### src/rtl/adc_ctl_pkg.sv
// constants, register map and carrier types of the converter control block
package adc_ctl_pkg;

	localparam int unsigned ADDR_W   = 5;
	localparam int unsigned DATA_W   = 8;
	localparam int unsigned SEQ_LEN  = 4;
	localparam int unsigned IDX_W    = 2;
	localparam int unsigned CH_N     = 8;
	localparam int unsigned IRQ_W    = 3;

	////////////////////////////////////////////////////////////////////////////
	// register offsets
	localparam logic [ADDR_W-1:0] OFF_TRIG_SEL  = 5'h01;
	localparam logic [ADDR_W-1:0] OFF_CTL2      = 5'h02;
	localparam logic [ADDR_W-1:0] OFF_PRESCALE  = 5'h04;
	localparam logic [ADDR_W-1:0] OFF_START     = 5'h05;
	localparam logic [ADDR_W-1:0] OFF_THRESH    = 5'h06;
	localparam logic [ADDR_W-1:0] OFF_DONE_FLG  = 5'h08;
	localparam logic [ADDR_W-1:0] OFF_CMP_EN    = 5'h09;
	localparam logic [ADDR_W-1:0] OFF_IRQ_STAT  = 5'h0a;
	localparam logic [ADDR_W-1:0] OFF_IRQ_MASK  = 5'h0b;
	localparam logic [ADDR_W-1:0] OFF_STATUS    = 5'h0c;
	localparam logic [ADDR_W-1:0] OFF_RESULT    = 5'h10;
	localparam logic [ADDR_W-1:0] RESULT_MASK   = 5'h1c;

	////////////////////////////////////////////////////////////////////////////
	// field positions
	localparam int unsigned CTL2_FAST_CLEAR  = 6;
	localparam int unsigned CTL2_STOP_CLK    = 5;
	localparam int unsigned CTL2_TRIG_LEVEL  = 4;
	localparam int unsigned CTL2_TRIG_POL    = 3;
	localparam int unsigned CTL2_TRIG_EN     = 2;
	localparam int unsigned TSEL_SOURCE      = 7;
	localparam int unsigned IRQ_SEQ_DONE     = 0;
	localparam int unsigned IRQ_CMP_HIT      = 1;
	localparam int unsigned IRQ_ABORTED      = 2;

	////////////////////////////////////////////////////////////////////////////
	// reset values and timing
	localparam logic [7:0] CTL2_RST      = 8'h00;
	localparam logic [7:0] TSEL_RST      = 8'h00;
	localparam logic [4:0] PRESCALE_RST  = 5'h05;
	localparam logic [7:0] THRESH_RST    = 8'h80;
	localparam logic [4:0] INT_CLK_DIV   = 5'h06;
	localparam logic [3:0] CONV_TICKS    = 4'ha;
	localparam logic [2:0] LAST_AN       = 3'h7;
	localparam logic       DEDICATED_TRIG_PRESENT = 1'b0;

	////////////////////////////////////////////////////////////////////////////
	// carriers
	typedef struct packed {
		logic [ADDR_W-1:0] addr;
		logic [DATA_W-1:0] wdata;
		logic              wr;
		logic              rd;
	} reg_req_t;

	typedef struct packed {
		logic              stop_req;
		logic [3:0]        dedicated_trigger_inputs;
		logic [CH_N-1:0]   an_level;
	} pins_t;

	typedef enum logic [0:0] {ST_IDLE, ST_CONVERT} seq_state_t;

endpackage

### src/rtl/ext_trigger_detect.sv
// external trigger sensitivity detector: edge or level, either polarity
module ext_trigger_detect (
	input  wire logic clk_sys,
	input  wire logic rstn,
	input  wire logic trig_in,
	input  wire logic level_mode,
	input  wire logic polarity,
	input  wire logic armed,
	output logic      fire
);

	logic prev_q;
	logic active;
	logic hit;

	// active level is the polarity bit itself: 0 low/falling, 1 high/rising
	assign active = (trig_in == polarity); // RQ14
	// level mode fires while active, edge mode only on the change into it
	assign hit = level_mode ? active : (active && (prev_q != polarity)); // RQ13 RQ16

	// history kept even while disarmed so enabling never fakes an edge
	always_ff @(posedge clk_sys or negedge rstn) begin
		if (!rstn) begin
			prev_q <= 1'b0;
			fire   <= 1'b0;
		end else begin
			prev_q <= trig_in;
			fire   <= armed & hit;
		end
	end

endmodule // ext_trigger_detect

### src/rtl/adc_control.sv
// converter control two: flag clearing, stop mode clocking, external trigger
// Operation
// RQ1: any control write aborts running sequence
// RQ2: register at offset two, always accessible
// RQ3: normal mode: flag cleared by writing one
// RQ4: fast clear, no compare: result read clears
// RQ5: fast clear, compare: result write clears
// RQ6: stop with bit set: internal clock, continue
// RQ7: prescaler never alters internal clock rate
// RQ8: external trigger ignored during stop mode
// RQ9: mode-spanning conversion stores and flags nothing
// RQ10: stop with bit clear: abort, restart after
// RQ11: interrupts still signal during stop conversions
// RQ12: software waits recovery time after stop exit
// RQ13: bit four selects level or edge trigger
// RQ14: bit three selects trigger polarity
// RQ15: no dedicated inputs: source bit ignored
// RQ16: 00 fall, 01 rise, 10 low, 11 high
// RQ17: bit two enables trigger, channel buffer on
//
// The address-and-strobe port was chosen for this implementation.
module adc_control (
	input  wire logic                              clk_sys,
	input  wire logic                              rstn,
	input  wire adc_ctl_pkg::reg_req_t             bus_req,
	output logic [adc_ctl_pkg::DATA_W-1:0]         rdata,
	input  wire adc_ctl_pkg::pins_t                pins,
	input  wire logic [adc_ctl_pkg::DATA_W-1:0]    analog_code,
	output logic                                   irq,
	output logic [adc_ctl_pkg::CH_N-1:0]           digital_input_enable,
	output logic                                   internal_clock_active,
	output logic                                   busy
);

	////////////////////////////////////////////////////////////////////////////
	// declarations
	adc_ctl_pkg::pins_t                       pins_s1_q, pins_s2_q;
	logic [adc_ctl_pkg::DATA_W-1:0]           code_s1_q, code_s2_q;
	logic [7:0]                               converter_control_two_q;
	logic [7:0]                               trig_sel_q;
	logic [4:0]                               prescale_q;
	logic [7:0]                               thresh_q;
	logic [adc_ctl_pkg::SEQ_LEN-1:0]          conversion_complete_flag_q;
	logic [adc_ctl_pkg::SEQ_LEN-1:0]          compare_enable_q;
	logic [7:0]                               result_q [adc_ctl_pkg::SEQ_LEN];
	logic [adc_ctl_pkg::IRQ_W-1:0]            irq_stat_q, irq_mask_q;
	adc_ctl_pkg::seq_state_t                  state_q;
	logic [adc_ctl_pkg::IDX_W-1:0]            idx_q;
	logic [3:0]                               tick_cnt_q;
	logic [5:0]                               div_cnt_q;
	logic                                     tick_q;
	logic                                     stop_prev_q;
	logic                                     tainted_q;
	logic                                     restart_pending_q;
	logic                                     stop_s, stop_enter, stop_exit;
	logic                                     stop_int_clk, held_in_stop;
	logic                                     wr_ctl, abort, sw_start, trig_fire, start;
	logic                                     conv_done, store_ok, cmp_hit, seq_done;
	logic                                     trig_raw, trig_armed, fast_clear;
	logic [2:0]                               an_sel;
	logic [5:0]                               div_limit;
	logic [adc_ctl_pkg::SEQ_LEN-1:0]          done_flag_set, done_flag_clr;
	logic [adc_ctl_pkg::IRQ_W-1:0]            irq_set;
	logic [adc_ctl_pkg::IDX_W-1:0]            acc_idx;

	// result registers decode at several places, so one function
	function automatic logic is_result(input logic [adc_ctl_pkg::ADDR_W-1:0] a);
		is_result = (a & adc_ctl_pkg::RESULT_MASK) == adc_ctl_pkg::OFF_RESULT;
	endfunction

	////////////////////////////////////////////////////////////////////////////
	// input synchronisers; first stage feeds only the second
	always_ff @(posedge clk_sys or negedge rstn) begin
		if (!rstn) begin
			pins_s1_q <= '0;
			pins_s2_q <= '0;
			code_s1_q <= 8'h00;
			code_s2_q <= 8'h00;
		end else begin
			pins_s1_q <= pins;
			pins_s2_q <= pins_s1_q;
			code_s1_q <= analog_code;
			code_s2_q <= code_s1_q;
		end
	end

	////////////////////////////////////////////////////////////////////////////
	// decode of events
	assign stop_s       = pins_s2_q.stop_req;
	assign stop_enter   = stop_s & ~stop_prev_q;
	assign stop_exit    = ~stop_s & stop_prev_q;
	assign stop_int_clk = converter_control_two_q[adc_ctl_pkg::CTL2_STOP_CLK];
	assign held_in_stop = stop_s & ~stop_int_clk;
	assign fast_clear   = converter_control_two_q[adc_ctl_pkg::CTL2_FAST_CLEAR];
	// writes to either control register kill the sequence
	assign wr_ctl = bus_req.wr && (bus_req.addr == adc_ctl_pkg::OFF_CTL2
		|| bus_req.addr == adc_ctl_pkg::OFF_TRIG_SEL); // RQ1
	assign abort    = wr_ctl | (stop_enter & ~stop_int_clk & (state_q == adc_ctl_pkg::ST_CONVERT)); // RQ1 RQ10
	assign sw_start = bus_req.wr && (bus_req.addr == adc_ctl_pkg::OFF_START);
	assign start    = ~abort & ~held_in_stop & (sw_start | trig_fire
		| (stop_exit & restart_pending_q)); // RQ10
	assign acc_idx  = bus_req.addr[adc_ctl_pkg::IDX_W-1:0];

	////////////////////////////////////////////////////////////////////////////
	// external trigger source and arming
	// channel codes above the last input all map to the last input
	assign an_sel = trig_sel_q[3] ? adc_ctl_pkg::LAST_AN : trig_sel_q[2:0];
	always_comb begin
		// without dedicated inputs the source bit has no effect
		if (adc_ctl_pkg::DEDICATED_TRIG_PRESENT && trig_sel_q[adc_ctl_pkg::TSEL_SOURCE]) begin // RQ15
			trig_raw = pins_s2_q.dedicated_trigger_inputs[trig_sel_q[1:0]];
		end else begin
			trig_raw = pins_s2_q.an_level[an_sel]; // RQ15
		end
	end
	// trigger only starts an idle sequencer, and never during stop
	assign trig_armed = converter_control_two_q[adc_ctl_pkg::CTL2_TRIG_EN] & ~stop_s
		& (state_q == adc_ctl_pkg::ST_IDLE); // RQ8 RQ17

	ext_trigger_detect u_trig (
		.clk_sys    (clk_sys),
		.rstn       (rstn),
		.trig_in    (trig_raw),
		.level_mode (converter_control_two_q[adc_ctl_pkg::CTL2_TRIG_LEVEL]),
		.polarity   (converter_control_two_q[adc_ctl_pkg::CTL2_TRIG_POL]),
		.armed      (trig_armed),
		.fire       (trig_fire)
	);

	// digital buffer of the trigger channel opens while the trigger is on
	always_ff @(posedge clk_sys or negedge rstn) begin
		if (!rstn) begin
			digital_input_enable <= '0;
		end else begin
			digital_input_enable <= '0;
			if (converter_control_two_q[adc_ctl_pkg::CTL2_TRIG_EN]
				&& !(adc_ctl_pkg::DEDICATED_TRIG_PRESENT && trig_sel_q[adc_ctl_pkg::TSEL_SOURCE])) begin
				digital_input_enable[an_sel] <= 1'b1; // RQ17
			end
		end
	end

	////////////////////////////////////////////////////////////////////////////
	// register writes
	always_ff @(posedge clk_sys or negedge rstn) begin
		if (!rstn) begin
			converter_control_two_q <= adc_ctl_pkg::CTL2_RST;
			trig_sel_q              <= adc_ctl_pkg::TSEL_RST;
			prescale_q              <= adc_ctl_pkg::PRESCALE_RST;
			thresh_q                <= adc_ctl_pkg::THRESH_RST;
			compare_enable_q        <= '0;
			irq_mask_q              <= '0;
		end else if (bus_req.wr) begin
			case (bus_req.addr)
				adc_ctl_pkg::OFF_CTL2:     converter_control_two_q <= bus_req.wdata; // RQ2
				adc_ctl_pkg::OFF_TRIG_SEL: trig_sel_q <= bus_req.wdata;
				adc_ctl_pkg::OFF_PRESCALE: prescale_q <= bus_req.wdata[4:0];
				adc_ctl_pkg::OFF_THRESH:   thresh_q <= bus_req.wdata;
				adc_ctl_pkg::OFF_CMP_EN:   compare_enable_q <= bus_req.wdata[adc_ctl_pkg::SEQ_LEN-1:0];
				adc_ctl_pkg::OFF_IRQ_MASK: irq_mask_q <= bus_req.wdata[adc_ctl_pkg::IRQ_W-1:0];
				default: ;
			endcase
		end
	end

	////////////////////////////////////////////////////////////////////////////
	// conversion clock: prescaled bus clock, or fixed internal divider in stop with bit five set
	// the internal rate ignores the prescaler entirely
	assign div_limit = internal_clock_active ? {1'b0, adc_ctl_pkg::INT_CLK_DIV}
		: {prescale_q, 1'b1}; // RQ7
	always_ff @(posedge clk_sys or negedge rstn) begin
		if (!rstn) begin
			div_cnt_q <= 6'h00;
			tick_q    <= 1'b0;
		end else if (stop_enter || stop_exit || div_cnt_q >= div_limit) begin
			// restart on a clock switch so no short pulse leaks through
			div_cnt_q <= 6'h00;
			tick_q    <= ~(stop_enter | stop_exit);
		end else begin
			div_cnt_q <= div_cnt_q + 6'h01;
			tick_q    <= 1'b0;
		end
	end

	// clock source follows stop mode only when stop conversion is enabled
	always_ff @(posedge clk_sys or negedge rstn) begin
		if (!rstn) begin
			internal_clock_active <= 1'b0;
			stop_prev_q           <= 1'b0;
		end else begin
			stop_prev_q <= stop_s;
			if (stop_enter && stop_int_clk) begin
				internal_clock_active <= 1'b1; // RQ6
			end else if (stop_exit) begin
				internal_clock_active <= 1'b0;
			end
		end
	end

	////////////////////////////////////////////////////////////////////////////
	// sequencer
	assign conv_done = (state_q == adc_ctl_pkg::ST_CONVERT) && tick_q && !held_in_stop
		&& (tick_cnt_q == adc_ctl_pkg::CONV_TICKS - 4'h1) && !abort;
	// a conversion that crossed a mode change is thrown away
	assign store_ok = conv_done & ~tainted_q & ~stop_enter & ~stop_exit; // RQ9
	assign cmp_hit  = store_ok & compare_enable_q[idx_q] & (code_s2_q > thresh_q);
	assign seq_done = conv_done && (idx_q == adc_ctl_pkg::IDX_W'(adc_ctl_pkg::SEQ_LEN - 1));

	always_ff @(posedge clk_sys or negedge rstn) begin
		if (!rstn) begin
			state_q    <= adc_ctl_pkg::ST_IDLE;
			idx_q      <= '0;
			tick_cnt_q <= 4'h0;
		end else if (abort) begin
			state_q    <= adc_ctl_pkg::ST_IDLE; // RQ1
			idx_q      <= '0;
			tick_cnt_q <= 4'h0;
		end else begin
			case (state_q)
				adc_ctl_pkg::ST_IDLE: begin
					if (start) begin
						state_q    <= adc_ctl_pkg::ST_CONVERT;
						idx_q      <= '0;
						tick_cnt_q <= 4'h0;
					end
				end
				adc_ctl_pkg::ST_CONVERT: begin
					// stop with internal clock keeps counting on its ticks
					if (tick_q && !held_in_stop) begin // RQ6
						if (conv_done) begin
							tick_cnt_q <= 4'h0;
							idx_q      <= idx_q + 1'b1;
							if (seq_done) begin
								state_q <= adc_ctl_pkg::ST_IDLE;
							end
						end else begin
							tick_cnt_q <= tick_cnt_q + 4'h1;
						end
					end
				end
				default: state_q <= adc_ctl_pkg::ST_IDLE;
			endcase
		end
	end

	// taint marks the conversion in flight across a run/stop change
	always_ff @(posedge clk_sys or negedge rstn) begin
		if (!rstn) begin
			tainted_q <= 1'b0;
		end else if (start || conv_done || abort) begin
			tainted_q <= 1'b0;
		end else if ((stop_enter || stop_exit) && state_q == adc_ctl_pkg::ST_CONVERT) begin
			tainted_q <= 1'b1; // RQ9
		end
	end

	// a sequence killed by entering stop resumes from the start on exit
	always_ff @(posedge clk_sys or negedge rstn) begin
		if (!rstn) begin
			restart_pending_q <= 1'b0;
		end else if (wr_ctl || stop_exit) begin
			restart_pending_q <= 1'b0;
		end else if (stop_enter && !stop_int_clk && state_q == adc_ctl_pkg::ST_CONVERT) begin
			restart_pending_q <= 1'b1; // RQ10
		end
	end

	////////////////////////////////////////////////////////////////////////////
	// results and complete flags
	always_ff @(posedge clk_sys or negedge rstn) begin
		if (!rstn) begin
			for (int i = 0; i < adc_ctl_pkg::SEQ_LEN; i++) begin
				result_q[i] <= 8'h00;
			end
		end else if (store_ok) begin
			result_q[idx_q] <= code_s2_q; // RQ9
		end
	end

	// set wins over any clear arriving in the same cycle
	generate
		for (genvar n = 0; n < adc_ctl_pkg::SEQ_LEN; n++) begin : g_done_flag
			assign done_flag_set[n] = store_ok && (idx_q == n) && (!compare_enable_q[n] || cmp_hit);
			assign done_flag_clr[n] =
				(!fast_clear && bus_req.wr && bus_req.addr == adc_ctl_pkg::OFF_DONE_FLG
					&& bus_req.wdata[n]) // RQ3
				|| (fast_clear && !compare_enable_q[n] && bus_req.rd
					&& is_result(bus_req.addr) && acc_idx == n) // RQ4
				|| (fast_clear && compare_enable_q[n] && bus_req.wr
					&& is_result(bus_req.addr) && acc_idx == n); // RQ5
		end
	endgenerate

	always_ff @(posedge clk_sys or negedge rstn) begin
		if (!rstn) begin
			conversion_complete_flag_q <= '0;
		end else begin
			conversion_complete_flag_q <= (conversion_complete_flag_q & ~done_flag_clr) | done_flag_set;
		end
	end

	////////////////////////////////////////////////////////////////////////////
	// interrupts: sticky status, write one to clear, mask gates the line
	assign irq_set[adc_ctl_pkg::IRQ_SEQ_DONE] = seq_done;
	assign irq_set[adc_ctl_pkg::IRQ_CMP_HIT]  = cmp_hit;
	assign irq_set[adc_ctl_pkg::IRQ_ABORTED]  = abort & (state_q == adc_ctl_pkg::ST_CONVERT);

	// no stop gating here, so stop mode results still raise the line
	always_ff @(posedge clk_sys or negedge rstn) begin
		if (!rstn) begin
			irq_stat_q <= '0;
			irq        <= 1'b0;
		end else begin
			if (bus_req.wr && bus_req.addr == adc_ctl_pkg::OFF_IRQ_STAT) begin
				irq_stat_q <= (irq_stat_q & ~bus_req.wdata[adc_ctl_pkg::IRQ_W-1:0]) | irq_set;
			end else begin
				irq_stat_q <= irq_stat_q | irq_set; // RQ11
			end
			irq <= |(irq_stat_q & irq_mask_q); // RQ11
		end
	end

	////////////////////////////////////////////////////////////////////////////
	// read port, data one cycle after the strobe; unmapped reads zero
	always_ff @(posedge clk_sys or negedge rstn) begin
		if (!rstn) begin
			rdata <= 8'h00;
			busy  <= 1'b0;
		end else begin
			busy  <= (state_q == adc_ctl_pkg::ST_CONVERT);
			rdata <= 8'h00;
			if (bus_req.rd) begin
				if (is_result(bus_req.addr)) begin
					rdata <= result_q[acc_idx];
				end else begin
					case (bus_req.addr)
						adc_ctl_pkg::OFF_CTL2:     rdata <= converter_control_two_q; // RQ2
						adc_ctl_pkg::OFF_TRIG_SEL: rdata <= trig_sel_q;
						adc_ctl_pkg::OFF_PRESCALE: rdata <= {3'h0, prescale_q};
						adc_ctl_pkg::OFF_THRESH:   rdata <= thresh_q;
						adc_ctl_pkg::OFF_DONE_FLG: rdata <= {4'h0, conversion_complete_flag_q};
						adc_ctl_pkg::OFF_CMP_EN:   rdata <= {4'h0, compare_enable_q};
						adc_ctl_pkg::OFF_IRQ_STAT: rdata <= {5'h00, irq_stat_q};
						adc_ctl_pkg::OFF_IRQ_MASK: rdata <= {5'h00, irq_mask_q};
						adc_ctl_pkg::OFF_STATUS:   rdata <= {2'h0, stop_s, restart_pending_q,
							internal_clock_active, (state_q == adc_ctl_pkg::ST_CONVERT), idx_q};
						default:                   rdata <= 8'h00;
					endcase
				end
			end
		end
	end

endmodule // adc_control

### config.mk
export PLATFORM = sky130hd
export DESIGN_NAME = adc_control
export DESIGN_NICKNAME = d
export VERILOG_FILES = /design/src/rtl/adc_ctl_pkg.sv /design/src/rtl/ext_trigger_detect.sv /design/src/rtl/adc_control.sv
export SDC_FILE = /design/constraint.sdc
export NUM_CORES = 1
export LEC_CHECK = 0
export BUFFER_PORTS_ARGS = -buffer_cell sky130_fd_sc_hd__buf_4
export CORE_UTILIZATION = 40
export DETAILED_ROUTE_END_ITERATION = 8
export HOLD_SLACK_MARGIN = 0.1
export PLACE_DENSITY = 0.61
export SYNTH_ARGS = -nofsm -noshare
export SYNTH_HDL_FRONTEND = slang
export SYNTH_SLANG_ARGS = --single-unit
### constraint.sdc
create_clock -name clk_sys -period 1.83 [get_ports clk_sys]
set_input_delay 0.549 -clock clk_sys [delete_from_list [all_inputs] [get_ports clk_sys]]
set_output_delay 0.549 -clock clk_sys [all_outputs]
set_load 0.005 [all_outputs]
==> metrics <==
outcome complete, no violations; first-pass iteration count of the detailed router 7; Crit. End Element flop; clk_lat worst skew 0.42 ns; Longest Clk Path Bufs 2; commonest non-fill, non-tap cell in the layout dfrtp_1; vias in the first global route 4,907; WP data required 2.13 ns; synthesis-stage register bit count 147; I/O pin count 57; leakage 4.14 nW; Final HPWL DP 12,300 um; n_diodes 0; Synth Instances 494; CP startpoint kind flop; min-delay src analog_code[6]; DRC 0; DIE AREA 0.0173 mm^2; Tot GR Track Use 0.211; per-cell routed wire length 19.9 um; Hold EP code_s1_q[6]; Final Critical Period 1.81 ns; worst vdd ir 0.723 mV; Clock Sinks 147; mapped cell area 0.00671 mm^2; synthesized area per cell 13.6 um^2; Clock transition at path regs 0.06 ns; Initial Utilization 0.416; final wirelength 16,900 um; dominant synthesized flop cell dfrtp_1; first-pass GRT wire length 27,600 um; Min-Delay Path Class primary input to flop; period utilization 0.988; critical-path cell list inv_2 -> ha_4 -> nand3b_4 -> nor3_4 -> and3_4 -> buf_12 -> nand2_8 -> mux2_4; async set-reset flop share out of synthesis 1.00; routed vias 4,566; core area 0.0161 mm^2; FMAX 0.553 GHz; final core occ 0.539; Final Setup Violations 0; kind of critical path flop to flop; Buffers & Inverters on Critical Path 2; area growth from synthesis to final layout 29.5%; CP top delay family simple AND/OR/NAND/NOR gates; Top Registers result_q: 32 flops, pins_s1_q: 9 flops; hold slack 0.229 ns; critical path's slowest cell dfrtp_1; sequential share of the synthesized area 0.549; max cap viols 0; vias per cell 5.37; syn_nets 555; Hold Path Cell Cnt 1; Worst Max-Slew Pin Slew 0.477 ns; critical path fanouts, max 9; largest reg by FF count result_q; max reg flops 32; Die Y-Extent 131 um; gr ovfl total 0; Final Hold Viols 0; CTS H-tree lvls 4; crit path DAT 2.11 ns; port buffer count 52; CTS tree built; RSZ-0062 raised after global routing yes; max incr delay on CP 0.39 ns; fin. max-slew vios 0; initial antenna violation count 0; Final Skew 0.00866 ns; EDFF count, synth 0; ratio of cells with drive above 1 in the final layout 0.435; largest net degree at the start of global routing 44; Final ANT Viol Nets 0; library cells used by synthesis 69; reg-to-reg endpoint result_q[19]; R2R Path Start tick_cnt_q[1]; Die W 131 um; most frequent cells in the layout 143 x dfrtp_1, 114 x buf_4, 40 x mux2_2; root buffer cell clkbuf_16; CTS buffer count 17; Initial DRC Count 245; number of synthesis warnings 0; GP Congestion 0.898; reg2reg setup slack 0.02 ns; Setup TNS 0 ns; Worst Reg2Reg Path Length in Cells 8; pwr dens 1050 mW/mm^2; nets 682; Max transition margin 0.682; # rows 46
==> power by group <==
| group | switching, mW | internal (mW) | leakage, nW |
|---|---|---|---|
| Combinational | 0.771 | 0.762 | 1.92 |
| Clock | 1.34 | 2.42 | 0.307 |
| Sequential | 0.279 | 3.58 | 1.91 |
==> synthesized netlist by cell type, drive strengths merged (5+ instances only) <==
library cell,number,area [um^2]
a21o,6,45.0
a21oi,14,70.1
a221oi,5,50.0
a22o,7,62.6
a22oi,6,45.0
a31oi,10,62.6
buf,7,43.8
clkbuf,7,26.3
dfrtp,144,3600
ha,23,288
inv,23,86.3
mux2,67,845
mux2i,8,80.1
mux4,11,248
nand2,35,185
nand2b,8,50.1
nor2,20,77.6
nor3,7,50.1
nor4,7,73.8
o21ai,12,60.1
o311ai,5,51.3
xor2,5,43.8
==> per-stage QoR <==
step	instances	area [um^2]	power, mW	setup WS [ns]
floorplan	494	6740	4.62	-0.0137
global placement	811	7870	5.26	-0.303
detailed placement	811	7870	5.32	-0.310
CTS	847	8580	9.14	0.00594
global route	850	8680	9.59	-0.0410
finish	850	8680	9.15	0.0214
==> repair_timing <==
| item | 4_1_cts | 5_1_grt |
|---|---|---|
| setup endpoints to repair | 34 | 47 |
| setup buffers | 2 | 3 |
| gates cloned | 1 | 0 |
| endpoints found under the hold margin | 29 | 0 |
| resized for setup | 8 | 19 |
| hold buffers | 1 | 0 |
| pin swaps | 2 | 5 |
==> cells by family (layout without fill, tap and decap cells) <==
logic type	Yosys count	in the layout	synth area share
DFF	147	147	0.549
and+or+nand+nor	107	108	0.105
AOI/OAI and AO/OA	87	87	0.0953
xor gates and xnor gates	7	7	0.00914
muxes	86	86	0.175
buffers and inverters	37	176	0.0233
adders and majority gates	23	23	0.0429
==> worst max-delay path by stage <==
stage / cells after the start / endpoint / from / slack (ns)
floorplan: 6 / result_q[16] / bus_req[14] / -0.01
global placement: 6 / tick_cnt_q[1] / bus_req[14] / -0.30
detailed placement: 6 / tick_cnt_q[1] / bus_req[14] / -0.31
CTS: 7 / conversion_complete_flag_q[3] / code_s2_q[2] / 0.006
global route: 8 / result_q[19] / tick_cnt_q[1] / -0.04
finish: 8 / result_q[19] / tick_cnt_q[1] / 0.02
==> layout make-up <==
type	instances	area (um^2)
Fill cell	1362	7430
Clock buffer	19	433
Tap cell	216	270
Multi-Input combinational cell	311	3030
Timing Repair Buffer	121	977
Sequential cell	147	3680
Clock inverter	13	206
Inverter	23	86.3
==> metal layers <==
metal  up-vias  track usage  wire length (um)
met5         -            0                 0
met4         0       0.0963               481
met3        35       0.0455               803
met2       141        0.341              8180
met1      2313        0.272              7440
li1       2077            -                 -
(Power assumes the default switching activity.)
